<file path="src/sso_pkg.sv">
// Purpose: Shared constants for the servo status output logic.
// Assumes: 250 MHz core clock.
// Notes:   Channel selects use 0 for none and 1 to 3 for the three channels.
package sso_pkg;
  // ==========================================================
  // Timing
  // ==========================================================
  localparam int unsigned CLK_HZ        = 250000000;
  localparam int unsigned MS_DIV        = CLK_HZ / 1000;
  localparam int unsigned TICK_W        = 18;
  localparam int unsigned HOLD_W        = 10;
  localparam logic [9:0]  HOLD_MIN_MS   = 10'h014;
  localparam logic [9:0]  HOLD_MAX_MS   = 10'h3E8;
  localparam logic [9:0]  HOLD_RST_MS   = 10'h014;
  localparam logic        MOTOR_OFF     = 1'h0;
  // ==========================================================
  // Output routing
  // ==========================================================
  localparam int unsigned NUM_CH        = 3;
  localparam int unsigned NUM_SRC       = 3;
  localparam logic [1:0]  SEL_NONE      = 2'h0;
  localparam int unsigned SRC_READY     = 0;
  localparam int unsigned SRC_WARN      = 1;
  localparam int unsigned SRC_POSITION_N_A      = 2;
  localparam logic        STAT_IDLE_N   = 1'h1;
  localparam logic [2:0]  CHAN_IDLE_N   = 3'h7;
  // ==========================================================
  // Code bits, active low
  // ==========================================================
  localparam logic [2:0]  CODE_IDLE_N   = 3'h7;
  localparam logic [2:0]  CODE_OVLD_N   = 3'h6;
  localparam logic [2:0]  CODE_REGEN_N  = 3'h5;
endpackage

</file>
<file path="src/sso_hold_timer.sv">
// Purpose: Momentary power-loss hold timer with millisecond tick.
// Assumes: Inputs synchronous to i_core_clk.
// Notes:   o_expired rises once main power has been off longer than the hold time.
`timescale 1ns/1ps
`default_nettype none
module sso_hold_timer (
  input  wire logic       i_core_clk,
  input  wire logic       i_sys_rst,
  input  wire logic       i_main_off,
  input  wire logic [9:0] i_hold_ms,
  output logic            o_expired
);
  logic [17:0] tick_reg, tick_next;
  logic [9:0]  ms_reg, ms_next;
  logic        exp_reg, exp_next;
  logic [9:0]  limit;
  logic        tick;

  // hold limit clamp.
  // Clamp the programmed hold to its legal range.
  always_comb begin
    limit = i_hold_ms;
    if (i_hold_ms < sso_pkg::HOLD_MIN_MS) begin
      limit = sso_pkg::HOLD_MIN_MS;
    end
    if (i_hold_ms > sso_pkg::HOLD_MAX_MS) begin
      limit = sso_pkg::HOLD_MAX_MS;
    end
  end

  // millisecond loss count.
  // Count whole milliseconds while power is off; restart when it returns.
  always_comb begin
    tick      = (tick_reg == 18'(sso_pkg::MS_DIV - 1));
    tick_next = tick_reg;
    ms_next   = ms_reg;
    exp_next  = exp_reg;
    if (!i_main_off) begin
      tick_next = '0;
      ms_next   = '0;
      exp_next  = 1'b0;
    end else begin
      tick_next = tick ? '0 : tick_reg + 18'h1;
      if (tick && !exp_reg) begin
        ms_next = ms_reg + 10'h1;
        // Off for longer than the hold: the motor must go off.
        if (ms_reg >= limit) begin
          exp_next = 1'b1;
        end
      end
    end
  end

  // Register the timer state.
  always_ff @(posedge i_core_clk) begin
    if (i_sys_rst) begin
      tick_reg <= '0;
      ms_reg   <= '0;
      exp_reg  <= 1'b0;
    end else begin
      tick_reg <= tick_next;
      ms_reg   <= ms_next;
      exp_reg  <= exp_next;
    end
  end

  assign o_expired = exp_reg;
endmodule
`default_nettype wire

</file>
<file path="src/sso_status_out.sv">
// Purpose: Servo ready, warning and code outputs with channel routing and power-loss hold.
// Assumes: All inputs synchronous to i_core_clk; one-cycle output latency, two cycles from main power return to o_motor_enable.
// Notes:   All status outputs are active low (low = conducting).
//          An alarm always owns the code bits; warning codes only fill them
//          when no alarm is present and the code selection allows it.
//          A main supply dip is masked at o_motor_enable only, for the programmed hold time clamped to 20 to 1000 ms; o_ready_n releases on the next edge.
`timescale 1ns/1ps
`default_nettype none
module sso_status_out (
  input  wire logic       i_core_clk,
  input  wire logic       i_sys_rst,
  input  wire logic       i_alarm,
  input  wire logic [2:0] i_alarm_code_n,
  input  wire logic       i_main_power_on,
  input  wire logic       i_control_power_ok,
  input  wire logic       i_undervolt_alarm,
  input  wire logic       i_abs_encoder,
  input  wire logic       i_abs_data_request,
  input  wire logic       i_abs_data_sent,
  input  wire logic       i_overload_warn,
  input  wire logic       i_regen_warn,
  input  wire logic       i_position_n_a,
  input  wire logic [1:0] i_output_select_first,
  input  wire logic [1:0] i_warning_route_field,
  input  wire logic [1:0] i_output_select_third,
  input  wire logic       i_warning_code_enable,
  input  wire logic [9:0] i_momentary_hold_time,
  output logic            o_ready_n,
  output logic            o_warn_n,
  output logic [2:0]      o_chan_n,
  output logic            o_code_bit0_n,
  output logic            o_code_bit1_n,
  output logic            o_code_bit2_n,
  output logic            o_motor_enable
);
  // ==========================================================
  // Status sources
  // ==========================================================
  logic       ready;
  logic       warn;
  logic       hold_exp;
  logic [1:0] sel [sso_pkg::NUM_SRC];
  logic [2:0] src_on;
  logic [2:0] chan_on;

  // ready condition.
  // Absolute encoder mode adds the request input and the data-sent flag.
  always_comb begin
    ready = !i_alarm && i_main_power_on;
    if (i_abs_encoder) begin
      ready = ready && i_abs_data_request && i_abs_data_sent;
    end
  end

  // warning condition.
  // Either overload kind raises the same warning level.
  assign warn = i_overload_warn || i_regen_warn;

  // per-source channel selects; position_n_a only through the third.
  // Each source has its own two-bit select; zero leaves it unrouted.
  assign sel[sso_pkg::SRC_READY] = i_output_select_first;
  assign sel[sso_pkg::SRC_WARN]  = i_warning_route_field;
  assign sel[sso_pkg::SRC_POSITION_N_A]  = i_output_select_third;
  assign src_on = {!i_position_n_a, warn, ready};

  // OR merge of every source routed to each channel.
  // A channel conducts while any source routed to it is asserted.
  genvar c;
  generate
    for (c = 0; c < sso_pkg::NUM_CH; c++) begin : g_ch
      always_comb begin
        chan_on[c] = 1'b0;
        for (int s = 0; s < sso_pkg::NUM_SRC; s++) begin
          if (sel[s] != sso_pkg::SEL_NONE && sel[s] == 2'(c + 1)) begin
            chan_on[c] = chan_on[c] | src_on[s];
          end
        end
      end
    end
  endgenerate

  // ==========================================================
  // Code bits
  // ==========================================================
  logic [2:0] code_n_next;
  logic [2:0] code_n_reg;

  // code selection.
  // Overload outranks regenerative overload when both are present, so
  // the host always sees at most one warning code at a time.
  always_comb begin
    code_n_next = sso_pkg::CODE_IDLE_N;
    if (i_alarm) begin
      code_n_next = i_alarm_code_n;
    end else if (i_warning_code_enable) begin
      if (i_overload_warn) begin
        code_n_next = sso_pkg::CODE_OVLD_N;
      end else if (i_regen_warn) begin
        code_n_next = sso_pkg::CODE_REGEN_N;
      end
    end
  end

  // Register the code bits; they stay released while reset is held.
  always_ff @(posedge i_core_clk) begin
    if (i_sys_rst) begin
      code_n_reg <= sso_pkg::CODE_IDLE_N;
    end else begin
      code_n_reg <= code_n_next;
    end
  end

  // ==========================================================
  // Power-loss hold
  // ==========================================================
  logic motor_next;
  logic motor_reg;

  // hold timer.
  // The timer only measures how long main power has been away; the
  // decision to stop the motor is made below, beside the fault cuts.
  sso_hold_timer u_hold (
    .i_core_clk (i_core_clk),
    .i_sys_rst  (i_sys_rst),
    .i_main_off (!i_main_power_on),
    .i_hold_ms  (i_momentary_hold_time),
    .o_expired  (hold_exp)
  );

  // motor enable decision.
  // A short main supply dip keeps the motor running, but an undervoltage
  // alarm or a loss of control power stops it on the next edge, whatever
  // hold time is programmed.
  always_comb begin
    motor_next = !hold_exp && i_control_power_ok && !i_undervolt_alarm;
  end

  // Register the motor enable; the motor stays off while reset is held.
  always_ff @(posedge i_core_clk) begin
    if (i_sys_rst) begin
      motor_reg <= sso_pkg::MOTOR_OFF;
    end else begin
      motor_reg <= motor_next;
    end
  end

  // ==========================================================
  // Ready and warning outputs
  // ==========================================================
  logic ready_n_reg;
  logic ready_n_next;
  logic warn_n_reg;
  logic warn_n_next;

  // active-low drive.
  // A low level closes the photocoupler, so an asserted status reads low.
  always_comb begin
    ready_n_next = !ready;
    warn_n_next  = !warn;
  end

  // Register ready and warning; both rest open while reset is held.
  always_ff @(posedge i_core_clk) begin
    if (i_sys_rst) begin
      ready_n_reg <= sso_pkg::STAT_IDLE_N;
      warn_n_reg  <= sso_pkg::STAT_IDLE_N;
    end else begin
      ready_n_reg <= ready_n_next;
      warn_n_reg  <= warn_n_next;
    end
  end

  // ==========================================================
  // Channel outputs
  // ==========================================================
  logic [2:0] chan_n_reg;
  logic [2:0] chan_n_next;

  // channel drive.
  // A channel conducts, low, while any source routed to it is asserted.
  always_comb begin
    chan_n_next = ~chan_on;
  end

  // Register the channels; an unrouted channel stays open.
  always_ff @(posedge i_core_clk) begin
    if (i_sys_rst) begin
      chan_n_reg <= sso_pkg::CHAN_IDLE_N;
    end else begin
      chan_n_reg <= chan_n_next;
    end
  end

  // ==========================================================
  // Port drive
  // ==========================================================
  // Every output comes straight from a flip-flop, so no glitch reaches a pin.
  assign o_ready_n      = ready_n_reg;
  assign o_warn_n       = warn_n_reg;
  assign o_chan_n       = chan_n_reg;
  assign o_code_bit0_n  = code_n_reg[0];
  assign o_code_bit1_n  = code_n_reg[1];
  assign o_code_bit2_n  = code_n_reg[2];
  assign o_motor_enable = motor_reg;
endmodule
`default_nettype wire

</file>
<file path="config.mk">
export PLATFORM = sky130hd
export DESIGN_NAME = sso_status_out
export DESIGN_NICKNAME = d
export VERILOG_FILES = /design/src/sso_pkg.sv /design/src/sso_hold_timer.sv /design/src/sso_status_out.sv
export SDC_FILE = /design/constraint.sdc
export NUM_CORES = 1
export LEC_CHECK = 0
export BUFFER_PORTS_ARGS = -buffer_cell sky130_fd_sc_hd__buf_4
export CORE_UTILIZATION = 40
export CTS_CLUSTER_DIAMETER = 50
export DETAILED_ROUTE_END_ITERATION = 10
export GPL_TIMING_DRIVEN = 0
export SETUP_SLACK_MARGIN = 0.02
export SLEW_MARGIN = 20
export SYNTH_ARGS = -nofsm -noshare
export SYNTH_HDL_FRONTEND = slang
export SYNTH_HIERARCHICAL = 1
export SYNTH_SLANG_ARGS = --single-unit
</file>
<file path="constraint.sdc">
create_clock -name i_core_clk -period 2.72 [get_ports i_core_clk]
set_input_delay 0.136 -clock i_core_clk [delete_from_list [all_inputs] [get_ports i_core_clk]]
set_output_delay 0.136 -clock i_core_clk [all_outputs]
set_load 0.03 [all_outputs]
</file>
Yosys cells after proc, flatten, opt, wreduce, memory -nomap -nowiden
Index checks and enable logic that the tools add are counted.

Register bits after elaboration: 38. Memories kept: 0. Latch bits: 0. Bits in writable memories: 0. Output and inout port bits: 9. Word-level logic and storage cells: 74. Input port bits: 32. Bits in read-only memories: 0.

Magnitude comparators: 3. Bitwise operators: 7. Equality and inequality tests: 10. Divide/modulo/power cells: 0. Multiplexer cells: 16. $mul: 0. Reduce and logical (&&, ||, !) cells: 28. Shifts and indexed selects: 0. Add/sub/neg operators: 2.

Operators by type and width (count): $mux 10 (2); $add 18x1->18 const B (1); $eq 18x18->1 const B (1); $logic_and 1x1->1 (15); $eq 2x2->1 const B (6); $add 10x1->10 const B (1); $ge 10x10->1 (1); $gt 10x10->1 const B (1); $lt 10x5->1 const B (1); $mux 1 (10); $eq 2x1->1 const B (3); $logic_not 1->1 (6); $mux 2 (3); $or 1x1->1 (6); $reduce_bool 2->1 (3); $mux 3 (1); $not 3->3 (1); $reduce_or 3->1 (1); $reduce_and 2->1 (1); $reduce_or 2->1 (1); $logic_or 1x1->1 (1).

Logic depth before layout (Yosys ltp)
Depth in word-level cells: 11. Depth in mapped cells: 9. Gate-level depth less buffers: 9.

Cells and area by module
The synthesis kept the hierarchy.

Modules (own cells, without submodules): sso_hold_timer (times used 1, area an instance 1715.4 µm², cells an instance 200, seq. area each 580.6 µm²); sso_status_out (times used 1, area an instance 374.1 µm², cells an instance 37, seq. area each 180.2 µm²).

Worst setup path after synthesis
Ideal clock, no wire load.

Path kind: in2reg. Start point: input port i_momentary_hold_time[9]. End point: register u_hold.exp_reg, in the netlist u_hold/o_expired. Required time: 2.598 ns. Stages on the path: 9. Buffers on the path: 0. Slack: 0.604 ns. Library setup time: 0.122 ns. Data arrival time: 1.995 ns. Path through: or4_1 > nor3b_1 > nor2_1 > and2_1 > ha_1 > nand2b_1 > a21oi_1 > o31ai_1 > o311a_1.

Longest elaborated chain between the ends: 5. Elaborated cells between the ends (all ways): 6. Classes of those cells: 3 x order compare; 2 x mux; 1 x reduce/logical.

RTL lines: from (decl) (line sso_status_out.sv:27) `input wire logic [9:0] i_momentary_hold_time,`; $lt 10x5->1 (line sso_hold_timer.sv:23) `if (i_hold_ms < sso_pkg::HOLD_MIN_MS) begin`; $mux 10 (line sso_hold_timer.sv:23); $mux 10 * (line sso_hold_timer.sv:26) `if (i_hold_ms > sso_pkg::HOLD_MAX_MS) begin`; $ge 10x10->1 * (line sso_hold_timer.sv:47) `if (ms_reg >= limit) begin`; $reduce_and 2->1 (no source line) *; to (signal assigned) (line sso_hold_timer.sv:63) `exp_reg <= exp_next;`; to (decl) (line sso_hold_timer.sv:15) `logic exp_reg, exp_next;`.

Mark *: on every way between the ends. The rest lies on a longest branch, timed or not. A chain may end at the register's enable or synchronous reset.

Worst setup path in the final report
Start point: register u_hold.tick_reg[0]. End point: register u_hold.ms_reg[2].

Longest elaborated chain between the ends: 2.

RTL lines: from (decl) (line sso_hold_timer.sv:13) `logic [17:0] tick_reg, tick_next;`; from (signal assigned) (line sso_hold_timer.sv:61) `tick_reg <= tick_next;`; $eq 18x18->1 (line sso_hold_timer.sv:34) `tick = (tick_reg == 18'(sso_pkg::MS_DIV - 1));`; $logic_and 1x1->1 (line sso_hold_timer.sv:44) `if (tick && !exp_reg) begin`; to (signal assigned) (line sso_hold_timer.sv:62) `ms_reg <= ms_next;`; to (decl) (line sso_hold_timer.sv:14) `logic [9:0] ms_reg, ms_next;`.

Every way passes these cells.

==> results.txt <==
----------------------------------------------------
[Floorplanning]
  Overall die width ... around 74 µm
  Die footprint ... roughly 5500 µm²
  Number of cell rows ... 25
  I/O Pins ... 41
  Area of the core ... ~4900 µm²
  Effective utilization at floorplan ... 0.4282
  Die height ... 74.28 µm

[Timing]
  Sum of negative setup slack ... 0 ns
  Post-layout min period ... between 2 and 2.5 ns
  Number of pins exceeding their max-slew limit in the final report ... 0
  Share of the cycle needed by the critical path after routing ... 0.7651
  Final Hold Violating Endpoints ... 0
  Endpoints failing setup ... 0
  RSZ-0062 raised after global routing ... false
  Normalized max-slew margin ... 0.7180
  Fmax ... around 0.48 GHz
  Min Hold Slack ... approximately 0.035 ns
  Worst clock skew on the final layout ... approximately 0.008 ns
  Setup slack of the critical path after layout ... 0.6389 ns
  Slew at the pin with the worst max-slew slack ... approximately 0.42 ns

[Global routing]
  Total global routing overflow ... 0
  Number of antenna violations at the first check in global routing ... 0
  Pin count of the biggest net entering global routing ... 12
  Number of global-route vias before repair ... 1597
  Global-route wire length before repair ... approximately 7.3 mm
  Gr usage total ... 0.1711

[Synth]
  Netlist cell types ... a little under 50
  Netlist area before placement ... ~2100 µm²
  Number of instances in the synthesized netlist ... roughly 240
  Yosys reg bits ... 38
  Number of flops mapped to enable cells by yosys ... 0
  Sequential cell area fraction in the yosys report ... 0.3641
  Fraction of synthesis flops using an asynchronous set or reset pin ... 0
  Post-Syn Nets ... around 280
  Dominant synthesized flop cell ... sky130_fd_sc_hd__dfxtp_1
  Syn_area_per_cell ... 8.816 µm²
  Number of synthesis warnings ... 6

[Critical path]
  Kind of critical path ... flop to flop
  Crit path arrival time ... 2.23 ns
  Cell family with most CP delay ... simple AND/OR/NAND/NOR gates
  Category of the worst setup path launch point ... flop
  CP Buf/Inv Count ... 1
  Kind of end point of the critical path ... flop
  Maximum single-stage delay on the critical path ... 0.37 ns
  Ordered list of cells on the worst path ... ha_1, and3_1, nand4_2, clkbuf_1, o311ai_0, o41ai_1
  Required time reported for the critical path endpoint ... about 2.9 ns
  Worst path slowest cell ... sky130_fd_sc_hd__o311ai_0
  Largest fanout on the critical path ... 10

[Run status]
  Result of the run ... finished, final reports clean

[Layout]
  Final design instance area without fill ... roughly 2600 µm²
  Number of flip-flops in the largest register ... 18
  Fill cell instance count of the final layout ... roughly 500
  Synthesis-to-finish area growth ... 24.25%
  Top library cells by usage in the layout, fill and taps aside ... 40 x sky130_fd_sc_hd__buf_4, 38 x sky130_fd_sc_hd__dfxtp_1, 20 x sky130_fd_sc_hd__nor2_1
  Most frequent standard cell in the layout excluding fill and tap cells ... sky130_fd_sc_hd__buf_4
  Final antenna diode count ... 0
  Final net count ... ~330
  Final cell utilization of the core ... 0.5321
  Share of cells above drive strength 1 ... 0.2000

[Route]
  Initial DRC count ... approximately 100
  1st-pass router iterations ... 4
  Total vias in the final route ... roughly 1800
  Via-to-Cell Ratio ... between 5 and 6
  DRC violations left ... 0
  Count of nets left with antenna violations after detail routing ... 0
  Routed length per instance ... 12.32 µm
  Total wirelength of the detailed-routed design ... 4.336 mm

[Power]
  Leak ... roughly 0.0010 µW
  Pwr Density ... ~450 nW/µm²
  Max IR drop VDD ... between 0.4 and 0.5 mV

[Clock tree]
  # resized after CTS ... 0
  H-tree levels ... 2
  CTS tree ... done
  Clock transition at the registers of the reported paths ... 0.07 ns
  Maximum clock insertion buffer count ... 2
  Postcts setup bufs ... 0
  Clock root buffer master ... sky130_fd_sc_hd__clkbuf_8
  Clock insertion delay at the later pin of the skew report ... between 0.2 and 0.3 ns
  Number of clock buffers inserted by TritonCTS ... 5
  Number of sinks driven by the clock tree ... 38

[Run]
  Max-cap violations ... 0

[Placement]
  Post-place instance area ... approximately 2500 µm²
  Weighted congestion reported at the end of routability-driven placement ... around 0.73
  Pre-CTS setup slack ... between 0.3 and 0.4 ns
  Detailed placement HPWL ... ~3.3 mm
  Number of I/O port buffers ... 40

[Worst hold path]
  Class of the tightest hold or removal check ... input port to flop

----------------------------------------------------
-- routing by layer --
layer  global-route usage  vias up  wire length [µm]  share of wire
met2               0.2505       35              1824           0.42
met3              0.04607        6               207          0.048
li1                     -      966                 -              -
met4              0.05660        0                46          0.011
met5                    0        -                 0              0
met1               0.2430      818              2257           0.52
-- cell usage after synthesis (all sizes together), types with 3 or more instances --
cell type / number / share of area
dfxtp: 38 / 0.36
clkbuf: 4 / 0.0072
or4: 4 / 0.014
xnor2: 3 / 0.013
o31ai: 3 / 0.011
o41ai: 4 / 0.017
o311ai: 4 / 0.017
nand3: 10 / 0.024
nor2b: 3 / 0.0090
nor2: 20 / 0.036
nor4: 3 / 0.015
o21ai: 10 / 0.026
a21oi: 13 / 0.031
nand2b: 12 / 0.036
nand2: 15 / 0.027
buf: 4 / 0.016
nand4: 9 / 0.033
or3: 5 / 0.015
and4: 3 / 0.013
xor2: 7 / 0.029
mux2i: 4 / 0.019
o21bai: 3 / 0.011
inv: 14 / 0.025
o311a: 3 / 0.014
and3: 3 / 0.0090
ha: 12 / 0.072
-- final cells by class --
cell class,count,area (µm²),share of cell area
clock inverters,1,30.03,0.01157
plain buffers,8,47.55,0.01831
clock buffers,6,82.58,0.03181
well taps,67,83.83,0.03229
repair buffers,41,310.3,0.1195
multi-input cells,177,1229,0.4733
inverters,14,52.55,0.02024
flip-flops and latches,38,760.7,0.2930
-- power breakdown --
part / internal [µW] / total (µW) / switching, µW
combinational: 62.5 / 124 / 61.1
sequential: 565 / 568 / 2.79
clock: 293 / 479 / 186
total: 921 / 1170 / 250
-- worst min-delay path: cells and delay by family --
family / cells / cell delay (ns)
buffers and inverters: 1 / 0.08
and+or+nand+nor: 2 / 0.08
-- metrics by stage --
step,total power (µW),instances
2_1_floorplan,639.8,237
3_3_place_gp,703.1,344
3_5_place_dp,703.3,344
4_1_cts,1187,351
5_1_grt,1224,352
6_report,1170,352
-- worst paths after layout --
path                      startpoint                 end  slack, ns  cells after the start
hold / removal     i_alarm_code_n[2]       code_n_reg[2]       0.04                      3
setup reg to reg  u_hold/tick_reg[0]    u_hold/ms_reg[2]       0.64                      6
setup / recovery  u_hold/tick_reg[0]    u_hold/ms_reg[2]       0.64                      6
hold reg to reg   u_hold/tick_reg[0]  u_hold/tick_reg[0]       0.44                      1
-- timing repair --
item,CTS,global route
hold endpoints to repair,0,1
hold buffers,0,1
setup endpoints to repair,0,0
-- logic make-up (layout without fill, tap and decap cells) --
kind of cell               after synthesis  count (layout)  synth area share
AOI/OAI and AO/OA                       50              50            0.1689
xor gates and xnor gates                10              10           0.04192
adders and majority gates               12              12           0.07185
muxes                                    4               4           0.01916
and+or+nand+nor                        101             101            0.2862
buffers and inverters                   22              70           0.04790
DFF                                     38              38            0.3641
(Power assumes the default switching activity.)
